File: config.mk
export PLATFORM = sky130hd
export DESIGN_NAME = acrb_regs
export DESIGN_NICKNAME = d
export VERILOG_FILES = /design/src/acrb_pkg.sv /design/src/acrb_chan_ctrl.sv /design/src/acrb_regs.sv
export SDC_FILE = /design/constraint.sdc
export NUM_CORES = 1
export LEC_CHECK = 0
export ABC_AREA = 1
export BUFFER_PORTS_ARGS = -buffer_cell sky130_fd_sc_hd__buf_2
export CORE_MARGIN = 2
export CORE_UTILIZATION = 59
export DETAILED_ROUTE_END_ITERATION = 8
export PLACE_DENSITY = 0.92
export SLEW_MARGIN = 20
export SYNTH_ARGS = -nofsm -noshare
export SYNTH_HDL_FRONTEND = slang
export SYNTH_SLANG_ARGS = --single-unit
File: constraint.sdc
create_clock -name sys_clk -period 11.35 [get_ports sys_clk]
set_clock_uncertainty 0.1 [all_clocks]
set_input_delay 2.27 -clock sys_clk [delete_from_list [all_inputs] [get_ports sys_clk]]
set_output_delay 2.27 -clock sys_clk [all_outputs]
set_load 0.01 [all_outputs]
File: src/acrb_pkg.sv
package acrb_pkg;

  // ----------------------------------------------------------------------
  // Register addresses
  // ----------------------------------------------------------------------
  localparam logic [8:0] ADDR_CHAN_LO   = 9'h004;
  localparam logic [8:0] ADDR_CHAN_HI   = 9'h005;
  localparam logic [8:0] ADDR_PWR_MODE  = 9'h008;
  localparam logic [8:0] ADDR_ENH_CTRL  = 9'h00C;
  localparam logic [8:0] ADDR_PATT1_LO  = 9'h019;
  localparam logic [8:0] ADDR_PATT1_HI  = 9'h01A;
  localparam logic [8:0] ADDR_PATT2_LO  = 9'h01B;
  localparam logic [8:0] ADDR_PATT2_HI  = 9'h01C;
  localparam logic [8:0] ADDR_SER_CTRL  = 9'h021;
  localparam logic [8:0] ADDR_CHAN_STAT = 9'h022;
  localparam logic [8:0] ADDR_TRANSFER  = 9'h0FF;
  localparam logic [8:0] ADDR_OVERRIDE  = 9'h100;
  localparam logic [8:0] ADDR_IO_CTRL2  = 9'h101;
  localparam logic [8:0] ADDR_IO_CTRL3  = 9'h102;
  localparam logic [8:0] ADDR_SYNC      = 9'h109;

  // ----------------------------------------------------------------------
  // Reset values and field layout
  // ----------------------------------------------------------------------
  localparam logic [7:0] RST_ZERO       = 8'h00;
  localparam logic [7:0] RST_SER_CTRL   = 8'h42;
  localparam logic [3:0] CHAN_ALL       = 4'hF;
  localparam int         NUM_DATA_CH    = 8;
  localparam int         NUM_CLK_CH     = 2;
  localparam int         PD_PIN_BIT     = 5;
  localparam int         CHOP_BIT       = 2;
  localparam int         STAT_PD_BIT    = 0;
  localparam int         STAT_ORST_BIT  = 1;
  localparam int         XFER_BIT       = 0;
  localparam int         CLKCH_SEL_LSB  = 4;
  localparam logic [7:0] MASK_PWR_MODE  = 8'h23;
  localparam logic [7:0] MASK_ENH_CTRL  = 8'h04;
  localparam logic [7:0] MASK_CHAN_STAT = 8'h03;
  localparam logic [7:0] MASK_OVERRIDE  = 8'h77;
  localparam logic [7:0] MASK_IO_CTRL2  = 8'h01;
  localparam logic [7:0] MASK_IO_CTRL3  = 8'h08;
  localparam logic [7:0] MASK_SYNC      = 8'h03;
  localparam logic [7:0] MASK_CHAN_HI   = 8'h3F;

  // ----------------------------------------------------------------------
  // Internal power-down mode encodings
  // ----------------------------------------------------------------------
  typedef enum logic [1:0] {
    PM_NORMAL    = 2'h0,
    PM_POWERDOWN = 2'h1,
    PM_STANDBY   = 2'h2,
    PM_DIGRESET  = 2'h3
  } acrb_pmode_t;

endpackage

File: src/acrb_chan_ctrl.sv
`timescale 1ns/1ps
// Per-channel status bits; only channels whose select bit is set are written
module acrb_chan_ctrl (
  // Clock and reset
  input  wire logic       sys_clk,
  input  wire logic       rst,
  // Write strobe and data
  input  wire logic       wr_en,
  input  wire logic [1:0] wr_bits,
  input  wire logic       sel,
  // Stored state
  output logic      [1:0] bits_q
);

  // -----------------------------------------------------------------------
  // Storage
  // -----------------------------------------------------------------------
  // Local write only lands on a selected channel
  always_ff @(posedge sys_clk or posedge rst) begin
    if (rst) begin
      bits_q <= 2'h0;
    end else if (wr_en && sel) begin
      bits_q <= wr_bits;
    end
  end

endmodule

File: src/acrb_regs.sv
`timescale 1ns/1ps
module acrb_regs (
  // Clock and power-on reset
  input  wire logic        sys_clk,
  input  wire logic        rst,
  // Register port from the serial interface
  input  wire logic        reg_wr,
  input  wire logic        reg_rd,
  input  wire logic [8:0]  reg_addr,
  input  wire logic [7:0]  reg_wdata,
  output logic      [7:0]  reg_rdata,
  output logic             reg_hit,
  // External power-down pin
  input  wire logic        external_power_down_pin,
  // Data path controls per data channel
  output logic      [7:0]  dp_clk_en,
  output logic      [7:0]  dp_reset,
  output logic      [7:0]  dp_out_en,
  // Output clock channel controls
  output logic      [1:0]  oclk_out_en,
  output logic      [1:0]  oclk_reset,
  // Feature controls
  output logic             chop_en,
  output logic      [15:0] user_pattern_one,
  output logic      [15:0] user_pattern_two,
  output logic      [7:0]  serial_ctrl,
  output logic      [7:0]  override_active,
  output logic             sdio_pulldown_dis,
  output logic             common_mode_generator_pd,
  output logic      [1:0]  sync_ctrl
);

  // -----------------------------------------------------------------------
  // Storage
  // -----------------------------------------------------------------------
  logic [7:0]  chan_lo_q;
  logic [7:0]  chan_hi_q;
  logic [7:0]  pwr_mode_q;
  logic [7:0]  enh_ctrl_q;
  logic [7:0]  patt1_lo_q;
  logic [7:0]  patt1_hi_q;
  logic [7:0]  patt2_lo_q;
  logic [7:0]  patt2_hi_q;
  logic [7:0]  ser_ctrl_q;
  logic [7:0]  override_q;
  logic [7:0]  override_act_q;
  logic [7:0]  io_ctrl2_q;
  logic [7:0]  io_ctrl3_q;
  logic [7:0]  sync_q;
  logic [9:0]  sel_vec;
  logic [1:0]  stat_q [10];
  logic [7:0]  stat_rd;
  logic        stat_wr;
  logic        stat_rd_any;
  acrb_pkg::acrb_pmode_t eff_mode;

  // Write decode shared by every register
  function automatic logic hit_wr(input logic       wr,
                                  input logic [8:0] a,
                                  input logic [8:0] target);
    hit_wr = wr && (a == target);
  endfunction

  // -----------------------------------------------------------------------
  // Channel selection
  // -----------------------------------------------------------------------
  // Data channels 0-3 from the low index, 4-7 and clock channels from the high
  // Bits 7:6 of the high index are dropped, so they select nothing
  always_comb begin
    sel_vec = {chan_hi_q[acrb_pkg::CLKCH_SEL_LSB +: 2], chan_hi_q[3:0], chan_lo_q[3:0]};
  end

  // -----------------------------------------------------------------------
  // Directly updated registers
  // -----------------------------------------------------------------------
  // The whole bank sits on power-on reset only; no power mode touches it
  // Reserved bits are masked on write so they always read back zero
  always_ff @(posedge sys_clk or posedge rst) begin
    if (rst) begin
      chan_lo_q  <= {4'h0, acrb_pkg::CHAN_ALL};
      chan_hi_q  <= acrb_pkg::MASK_CHAN_HI;
      pwr_mode_q <= acrb_pkg::RST_ZERO;
      enh_ctrl_q <= acrb_pkg::RST_ZERO;
      patt1_lo_q <= acrb_pkg::RST_ZERO;
      patt1_hi_q <= acrb_pkg::RST_ZERO;
      patt2_lo_q <= acrb_pkg::RST_ZERO;
      patt2_hi_q <= acrb_pkg::RST_ZERO;
      ser_ctrl_q <= acrb_pkg::RST_SER_CTRL;
      override_q <= acrb_pkg::RST_ZERO;
      io_ctrl2_q <= acrb_pkg::RST_ZERO;
      io_ctrl3_q <= acrb_pkg::RST_ZERO;
      sync_q     <= acrb_pkg::RST_ZERO;
    end else begin
      if (hit_wr(reg_wr, reg_addr, acrb_pkg::ADDR_CHAN_LO)) begin
        chan_lo_q <= {4'h0, reg_wdata[3:0]};
      end
      if (hit_wr(reg_wr, reg_addr, acrb_pkg::ADDR_CHAN_HI)) begin
        chan_hi_q <= reg_wdata & acrb_pkg::MASK_CHAN_HI;
      end
      if (hit_wr(reg_wr, reg_addr, acrb_pkg::ADDR_PWR_MODE)) begin
        pwr_mode_q <= reg_wdata & acrb_pkg::MASK_PWR_MODE;
      end
      if (hit_wr(reg_wr, reg_addr, acrb_pkg::ADDR_ENH_CTRL)) begin
        enh_ctrl_q <= reg_wdata & acrb_pkg::MASK_ENH_CTRL;
      end
      if (hit_wr(reg_wr, reg_addr, acrb_pkg::ADDR_PATT1_LO)) begin
        patt1_lo_q <= reg_wdata;
      end
      if (hit_wr(reg_wr, reg_addr, acrb_pkg::ADDR_PATT1_HI)) begin
        patt1_hi_q <= reg_wdata;
      end
      if (hit_wr(reg_wr, reg_addr, acrb_pkg::ADDR_PATT2_LO)) begin
        patt2_lo_q <= reg_wdata;
      end
      if (hit_wr(reg_wr, reg_addr, acrb_pkg::ADDR_PATT2_HI)) begin
        patt2_hi_q <= reg_wdata;
      end
      if (hit_wr(reg_wr, reg_addr, acrb_pkg::ADDR_SER_CTRL)) begin
        ser_ctrl_q <= reg_wdata;
      end
      // Shadow only; the live copy waits for the transfer bit
      if (hit_wr(reg_wr, reg_addr, acrb_pkg::ADDR_OVERRIDE)) begin
        override_q <= reg_wdata & acrb_pkg::MASK_OVERRIDE;
      end
      if (hit_wr(reg_wr, reg_addr, acrb_pkg::ADDR_IO_CTRL2)) begin
        io_ctrl2_q <= reg_wdata & acrb_pkg::MASK_IO_CTRL2;
      end
      if (hit_wr(reg_wr, reg_addr, acrb_pkg::ADDR_IO_CTRL3)) begin
        io_ctrl3_q <= reg_wdata & acrb_pkg::MASK_IO_CTRL3;
      end
      if (hit_wr(reg_wr, reg_addr, acrb_pkg::ADDR_SYNC)) begin
        sync_q <= reg_wdata & acrb_pkg::MASK_SYNC;
      end
    end
  end

  // -----------------------------------------------------------------------
  // Override commit
  // -----------------------------------------------------------------------
  // A transfer write in the same cycle as an override write commits the old
  // shadow; the host must write the shadow first
  // The shadow lets a host stage a new rate without disturbing the live path
  always_ff @(posedge sys_clk or posedge rst) begin
    if (rst) begin
      override_act_q <= acrb_pkg::RST_ZERO;
    end else if (hit_wr(reg_wr, reg_addr, acrb_pkg::ADDR_TRANSFER) &&
                 reg_wdata[acrb_pkg::XFER_BIT]) begin
      override_act_q <= override_q;
    end
  end

  // -----------------------------------------------------------------------
  // Per-channel status, local to selected channels
  // -----------------------------------------------------------------------
  // One strobe for all channels; each instance filters on its own select bit
  assign stat_wr = hit_wr(reg_wr, reg_addr, acrb_pkg::ADDR_CHAN_STAT);

  genvar gi;
  generate
    for (gi = 0; gi < acrb_pkg::NUM_DATA_CH + acrb_pkg::NUM_CLK_CH; gi++) begin : g_ch
      acrb_chan_ctrl u_ch (
        .sys_clk (sys_clk),
        .rst     (rst),
        .wr_en   (stat_wr),
        .wr_bits (reg_wdata[1:0]),
        .sel     (sel_vec[gi]),
        .bits_q  (stat_q[gi])
      );
    end
  endgenerate

  // Readback ORs the bits of all selected channels
  // so a mixed selection still shows any channel that is held
  always_comb begin
    stat_rd_any = 1'b0;
    stat_rd     = 8'h00;
    for (int i = 0; i < acrb_pkg::NUM_DATA_CH + acrb_pkg::NUM_CLK_CH; i++) begin
      if (sel_vec[i]) begin
        stat_rd[1:0] = stat_rd[1:0] | stat_q[i];
        stat_rd_any  = 1'b1;
      end
    end
  end

  // -----------------------------------------------------------------------
  // Power mode resolution
  // -----------------------------------------------------------------------
  // The pin overrides the internal field; bit 5 chooses which mode it enters
  // The pin is a level taken as synchronous; a noisy pin needs filtering outside
  always_comb begin
    eff_mode = acrb_pkg::acrb_pmode_t'(pwr_mode_q[1:0]);
    if (external_power_down_pin) begin
      eff_mode = pwr_mode_q[acrb_pkg::PD_PIN_BIT] ? acrb_pkg::PM_STANDBY
                                                   : acrb_pkg::PM_POWERDOWN;
    end
  end

  // Global mode then per-channel power-down and output reset, registered
  // Registered so every channel switches on the same edge; costs one cycle
  always_ff @(posedge sys_clk or posedge rst) begin
    if (rst) begin
      // Hold every path in reset and gated until the first edge sets the mode
      dp_clk_en   <= 8'h00;
      dp_reset    <= 8'hFF;
      dp_out_en   <= 8'h00;
      oclk_out_en <= 2'h0;
      oclk_reset  <= 2'h3;
    end else begin
      for (int i = 0; i < acrb_pkg::NUM_DATA_CH; i++) begin
        unique case (eff_mode)
          acrb_pkg::PM_NORMAL: begin
            dp_clk_en[i] <= !stat_q[i][acrb_pkg::STAT_PD_BIT];
            dp_reset[i]  <= stat_q[i][acrb_pkg::STAT_ORST_BIT];
            dp_out_en[i] <= !stat_q[i][acrb_pkg::STAT_PD_BIT] &&
                            !stat_q[i][acrb_pkg::STAT_ORST_BIT];
          end
          acrb_pkg::PM_POWERDOWN: begin
            dp_clk_en[i] <= 1'b0;
            dp_reset[i]  <= 1'b1;
            dp_out_en[i] <= 1'b0;
          end
          acrb_pkg::PM_STANDBY: begin
            dp_clk_en[i] <= 1'b0;
            dp_reset[i]  <= stat_q[i][acrb_pkg::STAT_ORST_BIT];
            dp_out_en[i] <= 1'b0;
          end
          acrb_pkg::PM_DIGRESET: begin
            dp_clk_en[i] <= 1'b1;
            dp_reset[i]  <= 1'b1;
            dp_out_en[i] <= 1'b0;
          end
        endcase
      end
      // Clock channels take only the output subset of the features
      // Only enable and reset reach them; clock gating stays with the data path
      for (int j = 0; j < acrb_pkg::NUM_CLK_CH; j++) begin
        oclk_out_en[j] <= (eff_mode == acrb_pkg::PM_NORMAL) &&
                          !stat_q[acrb_pkg::NUM_DATA_CH + j][acrb_pkg::STAT_PD_BIT];
        oclk_reset[j]  <= (eff_mode == acrb_pkg::PM_DIGRESET) ||
                          stat_q[acrb_pkg::NUM_DATA_CH + j][acrb_pkg::STAT_ORST_BIT];
      end
    end
  end

  // -----------------------------------------------------------------------
  // Feature outputs, straight from flops
  // -----------------------------------------------------------------------
  // Wires only, so each feature follows its register with no extra delay
  assign chop_en                  = enh_ctrl_q[acrb_pkg::CHOP_BIT];
  assign user_pattern_one         = {patt1_hi_q, patt1_lo_q};
  assign user_pattern_two         = {patt2_hi_q, patt2_lo_q};
  assign serial_ctrl              = ser_ctrl_q;
  assign override_active          = override_act_q;
  assign sdio_pulldown_dis        = io_ctrl2_q[0];
  assign common_mode_generator_pd = io_ctrl3_q[3];
  assign sync_ctrl                = sync_q[1:0];

  // -----------------------------------------------------------------------
  // Readback
  // -----------------------------------------------------------------------
  // Unmapped addresses read zero with reg_hit low
  // The transfer register is a strobe and always reads back zero
  always_comb begin
    reg_hit   = 1'b1;
    reg_rdata = 8'h00;
    unique case (reg_addr)
      acrb_pkg::ADDR_CHAN_LO:   reg_rdata = chan_lo_q;
      acrb_pkg::ADDR_CHAN_HI:   reg_rdata = chan_hi_q;
      acrb_pkg::ADDR_PWR_MODE:  reg_rdata = pwr_mode_q;
      acrb_pkg::ADDR_ENH_CTRL:  reg_rdata = enh_ctrl_q;
      acrb_pkg::ADDR_PATT1_LO:  reg_rdata = patt1_lo_q;
      acrb_pkg::ADDR_PATT1_HI:  reg_rdata = patt1_hi_q;
      acrb_pkg::ADDR_PATT2_LO:  reg_rdata = patt2_lo_q;
      acrb_pkg::ADDR_PATT2_HI:  reg_rdata = patt2_hi_q;
      acrb_pkg::ADDR_SER_CTRL:  reg_rdata = ser_ctrl_q;
      acrb_pkg::ADDR_CHAN_STAT: reg_rdata = stat_rd_any ? stat_rd : 8'h00;
      acrb_pkg::ADDR_TRANSFER:  reg_rdata = 8'h00;
      acrb_pkg::ADDR_OVERRIDE:  reg_rdata = override_q;
      acrb_pkg::ADDR_IO_CTRL2:  reg_rdata = io_ctrl2_q;
      acrb_pkg::ADDR_IO_CTRL3:  reg_rdata = io_ctrl3_q;
      acrb_pkg::ADDR_SYNC:      reg_rdata = sync_q;
      default:                  reg_hit   = reg_rd && 1'b0;
    endcase
  end

endmodule

== Yosys cells after proc, flatten, opt, wreduce, memory -nomap -nowiden ==
Cells that the tools add are included.
Storage, ports and cells
  flip-flop bits (word level): 118
  latch bits: 0
  memory bits (writable): 0
  ROM bits: 0
  input port bits: 22
  output and inout port bits: 90
  memories kept: 0
Cells by class
  $add $sub $neg: 0
  multiply operators: 0
  divide/modulo/power cells: 0
  $lt $le $gt $ge: 0
  eq/ne operators: 18
  shifts and indexed selects: 0
  multiplexer cells: 49
  bitwise operators: 9
  reduce and logical (&&, ||, !) cells: 62
Operators by type and width (number)
  one-hot mux 8 bit (14 select lines): 1
  equality test 9 x 5 -> 1 bit (second input constant): 4
  equality test 9 bit (second input constant): 4
  logical AND 1 bit: 36
  one-hot mux 1 bit (2 select lines): 16
  2-to-1 mux 2 bit: 13
  one-hot mux 1 bit (3 select lines): 8
  equality test 9 x 3 -> 1 bit (second input constant): 2
  equality test 9 x 4 -> 1 bit (second input constant): 2
  equality test 9 x 6 -> 1 bit (second input constant): 2
  zero test 1 bit: 18
  OR 2 bit: 9
  OR reduction 15 bit: 1
  2-to-1 mux 1 bit: 11
  equality test 9 x 8 -> 1 bit (second input constant): 1
  OR reduction 2 bit: 3
  equality test 2 bit (second input constant): 2
  OR reduction 3 bit: 1
  equality test 2 x 1 -> 1 bit (second input constant): 1
  zero test 2 bit: 1
  logical OR 1 bit: 2

== Longest topological paths before layout ==
Gate-level depths: netlist (run 1).
  word-level depth: 21
  mapped depth: 10
  depth with buffers taken out: 10

== By module ==
From an unflattened synthesis (run 1), not the netlist that was laid out.
Unflattened totals
  cells, all modules: 688
  area, all modules: 5611.6 um2
Modules (own cells, without submodules)
  acrb_regs: instances 1, cells each 588, area each 4785.8 um2, sequential area each 2479.9 um2
  acrb_chan_ctrl: instances 10, cells each 10, area each 82.6 um2, sequential area each 50.0 um2

== Least setup slack after synthesis (run 1) ==
OpenSTA, ideal clock, no wires.
  kind: in2out
  start: in reg_addr[7]
  end: out reg_rdata[6]
  arrival: 3128 ps
  data required time: 8980 ps
  setup slack: 5852 ps
  stages on the path: 7
  path buffers: 1
  cells stage by stage: nor2_4 > nand2_2 > nor2_2 > buf_4 > nand2_1 > o21ai_0 > nand3b_1
On the way
  word-level cells in the longest chain between the ends: 2
  elaborated cells between the ends (all ways): 15
  classes of those cells: eq/ne (14); mux (1)
RTL lines
  from (decl): line acrb_regs.sv:9  | input wire logic [8:0] reg_addr,
  equality test 9 bit, or another cell as far along: line acrb_regs.sv:266  | unique case (reg_addr)
  one-hot mux 8 bit (14 select lines) *: line acrb_regs.sv:266
  to (decl): line acrb_regs.sv:11  | output logic [7:0] reg_rdata,
Mark *: on every way between the ends. The rest lies on a longest branch, timed or not.

== Final worst setup path (run 1) ==
  start: in reg_addr[4]
  end: out reg_rdata[6]
The elaborated chain is that of the path after synthesis.

==> results of run 1 <==
per-stage QoR:
step	cell area, sq um	utilization [%]	cells
global placement	6160	66.7	888
global route	6750	73.1	920
finish	6750	73.1	920
floorplan	5600	-	666
CTS	6750	73.1	920
detailed placement	6160	66.7	888
sequential cells by signal, summed over array words and instances, names as in the netlist:
name,count
g_ch.u_ch.bits_q,20
dp_clk_en,8
dp_out_en,8
dp_reset,8
patt1_hi_q,8
patt1_lo_q,8
patt2_hi_q,8
patt2_lo_q,8
serial_ctrl,8
chan_hi_q,6
override_active,6
override_q,6
chan_lo_q,4
pwr_mode_q,3
oclk_out_en,2
oclk_reset,2
sync_q,2
enh_ctrl_q,1
io_ctrl2_q,1
io_ctrl3_q,1
critical path: stages:
cell and delay [ns]:
buf_2 0.13, nor2_1 0.16, nand2_2 0.15, nor2_2 0.41, nand2_1 0.18, o21ai_0 0.23, nand3b_1 0.16, buf_2 0.14
routing by layer:
| metal | share of wire (%) | wire length [microns] | global-route usage, % |
|---|---|---|---|
| met5 | 0 | 0 | 0 |
| met4 | 3.0 | 441 | 14.7 |
| met3 | 7.9 | 1170 | 6.42 |
| met2 | 50 | 7470 | 51.2 |
| met1 | 39 | 5770 | 36.4 |
worst max path at each step:
stage | cells past startpoint | endpoint | startpoint | slack, ns
final | 8 | reg_rdata[6] | reg_addr[4] | 5.14
after global routing | 8 | reg_rdata[6] | reg_addr[4] | 5.06
after CTS | 8 | reg_rdata[6] | reg_addr[4] | 5.23
after detailed placement | 8 | reg_rdata[6] | reg_addr[4] | 5.28
after global placement | 9 | reg_rdata[1] | reg_addr[7] | 5.34
after floorplan | 7 | reg_rdata[6] | reg_addr[7] | 5.85
layout make-up:
cell class	count	area (sq um)
Fill cell	676	2490
Clock buffer	18	428
Inverter	56	216
Clock inverter	14	163
Multi-Input combinational cell	476	2260
Sequential cell	118	2980
Tap cell	129	161
Timing Repair Buffer	109	548
cells by family after synthesis:
family	synth area share, %
DFF	53.3
AOI/OAI and AO/OA	10.8
and+or+nand+nor	29.4
buffers and inverters	6.48
other	0.0670
synth_stat cells (2+ instances only):
master and n:
nor2_1 54, nand2_4 4, o21ai_0 64, nor2_2 5, nand4_1 4, buf_6 6, dfstp_2 22, clkdlybuf4s50_2 3
o21ai_1 11, a21oi_1 3, nand3_1 43, nor3_1 8, nand2_2 7, nor2_4 7, inv_2 6, inv_1 48
nand3b_1 2, o21ai_2 23, nand3_2 3, nand2_1 231, buf_4 4, dfrtp_1 96
report_power, final:
part	switching [W]	internal [W]	total, W
combinational	0.0000449	0.0000175	0.0000624
sequential	0.00000801	0.000434	0.000442
clock	0.000210	0.000324	0.000534
==> results.ini, run 1 <==
[setup_path]
worstSetupEndpointType=output port
ff2ff_path_depth=3
crit_fanout=12
criticalPathCategory=in2out
critPathLaunchType=input pin
r2r_slack_ns=9.98
r2r-start=pwr_mode_q[0]
worst_ep_required_time_ns=8.98
r2r_end=dp_clk_en[2]
worstPathArrival_ns=3.84

[final_layout]
final_common_cell=nand2_1
final_cell_mix=231 x nand2_1, 108 x buf_2, 96 x dfrtp_1
diodes=0
area_growth_syn_to_layout_pct=20.7
nNetsFinal=800
drive_gt1_share_pct=28.3

[timing]
hold_violations=0
setup_viol=0
min_period_ns=6.21
fin_tns_setup_ns=0
post-route-period-util_pct=54.7
setup_ws_ns=5.14
slew_headroom_pct=42.1
rsz0062_at_grt=no
hold-worst-slack_ns=0.367
slew_viol_final=0
tightestPinTransition_ns=0.869
fmax_ghz=0.161

[placement]
dp_slack_ns=5.28
hpwl_mm=10.2
io_buffers=108
place.gp.congestion=0.978

[cts]
clock_latency_ns=0.52
root_buffer=clkbuf_8
postCtsHoldBufs=0
cts-resized-gates=0
cts_tree=yes
cts_sinks=118
ctsLongestPathBuffers=2
cts.htree.levels=4
cts.reportedPaths.clkPinSlew_ns=0.06
cts_inserted_buffers=17
post-cts-setup-buffers=0

[synth]
ys_seq_area_share_pct=53.3
synthesis.area_sq_um=5600
synth.top_cells.by_area=dfrtp_1 43%, nand2_1 15%, dfstp_2 10%
ys_async_sr_fraction_pct=100
synth_cells=665
synth_top_area_share_pct=42.9
syn_avg_cell_area_sq_um=8.42
yosysUniqueCellTypes=33
ys_warn_count=0
synth_top_cell_by_area=dfrtp_1
ys.flop_type=dfrtp_1
synth-edff-count=0
synth-seq-cells=118

[floorplan]
die_w_microns=101
die_h_microns=101
initial_core_util_pct=60.6
rows=35
io_pins=112
core_sq_um=9240
dieArea_sq_um=10300

[job]
maxCapViolations=0

[detailed_routing]
routedWlPerCell_microns=16.1
viasPerCell=5.48
vias=5040
drt-pass1-iter-count=5
routed_wl_mm=14.9
ant_nets=0
drtIter0Drc=307
drc=0

[worst_hold_path]
min_delay_worst_endpoint=oclk_out_en[0]
hp-class=reg2reg
hp-start=g_ch[8].u_ch.bits_q[0]
holdPathStages=1

[power]
ir_drop_uv=98.1
power_density_nw_per_um2=154
p_leak_nw=3.51
p_total_w=0.00104

[global_routing]
grt_usage_pct=30.1
grt_pass1_vias=4852
grt_max_degree=75
grt_antenna_before_repair=0
grt_pass1_wl_mm=23.5
grt-ovfl-total=0

[run_status]
status=finished clean

No activity file was read; power rests on OpenSTA's default activity.
==> inputs of run 2 (changes only) <==
CORE_UTILIZATION = 50   (was 59)
PLACE_DENSITY = 0.83   (was 0.92)
clock period = 5.48 ns   (was 11.35 ns; I/O delays follow)
==> run 2 against run 1 <==
  * Design area down 0.11%
  * Register-to-register slack worse by 5.9 ns
  * Sequential cell count unchanged
  * Critical path depth up 1
  * Sequential power up 110%
  * Setup slack worse by 3.4 ns
  * Non-clock buffer count unchanged
  * Core utilization down 11 points
  * Via count down 3.1%
  * Count of clock-buffer cells in the layout down 1
  * Largest cell class unchanged
==> results.ini, run 2 (synthesis gave the netlist of run 1 again) <==
[timing]
hold_violations=0  ; unchanged
slew_headroom_pct=38.8  ; was 42.1%
slew_viol_final=0  ; unchanged
fmax_ghz=0.267
rsz0062_at_grt=no  ; unchanged
fin_tns_setup_ns=0  ; unchanged
min_period_ns=3.75
tightestPinTransition_ns=0.918  ; was 0.869 ns
setup_viol=0  ; unchanged
post-route-period-util_pct=68.4

[power]
ir_drop_uv=195  ; was 98.1 uV
swShare_pct=24.5  ; was 25.3%
combPwrFrac_pct=6.1  ; was 6.0%
p_clk_share_pct=50.2  ; was 51.4%
switchingPower_w=0.000513  ; was 0.000263 W
power_density_nw_per_um2=311  ; was 154 nW/um^2
intPower_w=0.00158  ; was 0.000776 W
p_leak_nw=3.50  ; was 3.51 nW
p_seq_share_pct=43.7  ; was 42.6%

[final_layout]
final_common_cell=nand2_1  ; unchanged
nNetsFinal=800  ; unchanged
register_area_sq_um=2980  ; unchanged
stdcell_area_sq_um=6750  ; about the same
diodes=0  ; unchanged
drive_gt1_share_pct=28.3  ; unchanged
multi_input_area_sq_um=2260  ; unchanged
largest_reg_flops=20  ; unchanged
final_cell_mix=231 x nand2_1, 108 x buf_2, 96 x dfrtp_1  ; unchanged
area_growth_syn_to_layout_pct=20.5  ; was 20.7%
top_register=g_ch.u_ch.bits_q  ; unchanged
fillers=917  ; was 676

[floorplan]
core_sq_um=10900  ; was 9240 sq um
dieArea_sq_um=12100  ; was 10300 sq um
die_h_microns=110  ; was 101 microns
rows=38  ; was 35
die_w_microns=110  ; was 101 microns
initial_core_util_pct=51.4  ; was 60.6%
io_pins=112  ; unchanged

[cts]
cts-resized-gates=0  ; unchanged
cts.reportedPaths.clkPinSlew_ns=0.06  ; about the same
post-cts-setup-buffers=0  ; unchanged
ctsLongestPathBuffers=2  ; unchanged
cts_sinks=118  ; unchanged
cts.htree.levels=4  ; unchanged
postCtsHoldBufs=0  ; unchanged
cts_tree=yes  ; unchanged
root_buffer=clkbuf_8  ; unchanged
cts_inserted_buffers=17  ; unchanged
clock_latency_ns=0.51  ; was 0.52 ns

[placement]
hpwl_mm=10.1  ; was 10.2 mm
place.gp.congestion=0.953  ; was 0.978
place_area_sq_um=6180  ; was 6160 sq um
io_buffers=108  ; unchanged

[detailed_routing]
drc=0  ; unchanged
ant_nets=0  ; unchanged
routedWlPerCell_microns=15.5  ; was 16.1 microns
drtIter0Drc=268  ; was 307
vias=4884  ; was 5040
routed_wl_mm=14.4  ; was 14.9 mm
viasPerCell=5.25  ; was 5.48
drt-pass1-iter-count=5  ; unchanged

[setup_path]
critPathLaunchType=input pin  ; unchanged
crit_fanout=12  ; unchanged
worstSetupEndpointType=output port  ; unchanged
worstPathArrival_ns=2.55  ; was 3.84 ns
criticalPathCategory=in2out  ; unchanged
worst_ep_required_time_ns=4.28  ; was 8.98 ns

[global_routing]
grt_usage_pct=25.3  ; was 30.1%
grt_max_degree=79  ; was 75
grt-ovfl-total=0  ; unchanged
grt_pass1_vias=4706  ; was 4852
grt_antenna_before_repair=0  ; unchanged
grt_pass1_wl_mm=23.1  ; was 23.5 mm

[worst_hold_path]
hp-class=reg2reg  ; unchanged

[run_status]
status=finished clean  ; unchanged

[job]
maxCapViolations=0  ; unchanged

-- run 2: changes by cell type in the layout (fill, tap and decap cells not counted) --
cell | previous run | this run
inv_6 | 5 | 2
inv_8 | 1 | 0
clkinvlp_4 | 1 | 3
clkbuf_8 | 2 | 1
clkinv_2 | 2 | 5
-- run 2: power by group through the flow --
stage	Combinational [W]	Sequential, W	Clock [W]
after global placement	0.000126	0.000929	0
after detailed placement	0.000130	0.000930	0
after floorplan	0.0000701	0.000937	0
after global routing	0.000146	0.000918	0.00110
final	0.000129	0.000916	0.00105
after CTS	0.000131	0.000916	0.00106
-- run 2: worst max-delay path, cell delays in order --
cell and delay, ns:
buf_2 0.12, nor2_4 0.16, nand2_2 0.14, nor2_2 0.40, nand3_1 0.21, nand2_1 0.12
nor2_1 0.05, nand3_1 0.11, buf_2 0.15
-- run 2: metal layers --
layer	track usage, %	up-vias	routed length, microns
met2	42.5	184	7060
met3	6.82	49	924
li1	-	2362	-
met1	29.9	2289	5810
met4	12.7	0	600
met5	0	-	0
-- run 2: final timing paths --
| path | start | end | slack (ns) | cells after the start |
|---|---|---|---|---|
| min reg2reg | override_active[1] | override_active[1] | 0.37 | 2 |
| min | override_active[1] | override_active[1] | 0.37 | 2 |
| max | reg_addr[7] | reg_rdata[1] | 1.73 | 9 |
| max in group asynchronous | rst | dp_reset[1] | 3.52 | 3 |
| min in group asynchronous | rst | patt2_lo_q[4] | 0.69 | 2 |
| max reg2reg | pwr_mode_q[0] | dp_clk_en[5] | 4.07 | 3 |
-- run 2: area by class of cell --
type,instances,area share (%)
timing repair buffer,109,8.12
clock inverter,15,2.30
clock buffer,17,6.14
tap,140,2.60
multi-input combinational,476,33.5
inverter,56,3.21
sequential,118,44.2
-- run 2: through the flow --
| step | utilization (%) | cells | setup slack [ns] | hold slack [ns] | total power [W] |
|---|---|---|---|---|---|
| 6_report | 62.0 | 931 | 1.73 | 0.365 | 0.00210 |
| 5_1_grt | 62.0 | 931 | 1.68 | 0.389 | 0.00217 |
| 4_1_cts | 62.0 | 931 | 1.77 | 0.359 | 0.00211 |
| 3_5_place_dp | 56.7 | 899 | 1.78 | 0.350 | 0.00106 |
| 3_3_place_gp | 56.7 | 899 | 1.77 | 0.354 | 0.00105 |
| 2_1_floorplan | - | 666 | 1.19 | 0.326 | 0.00101 |
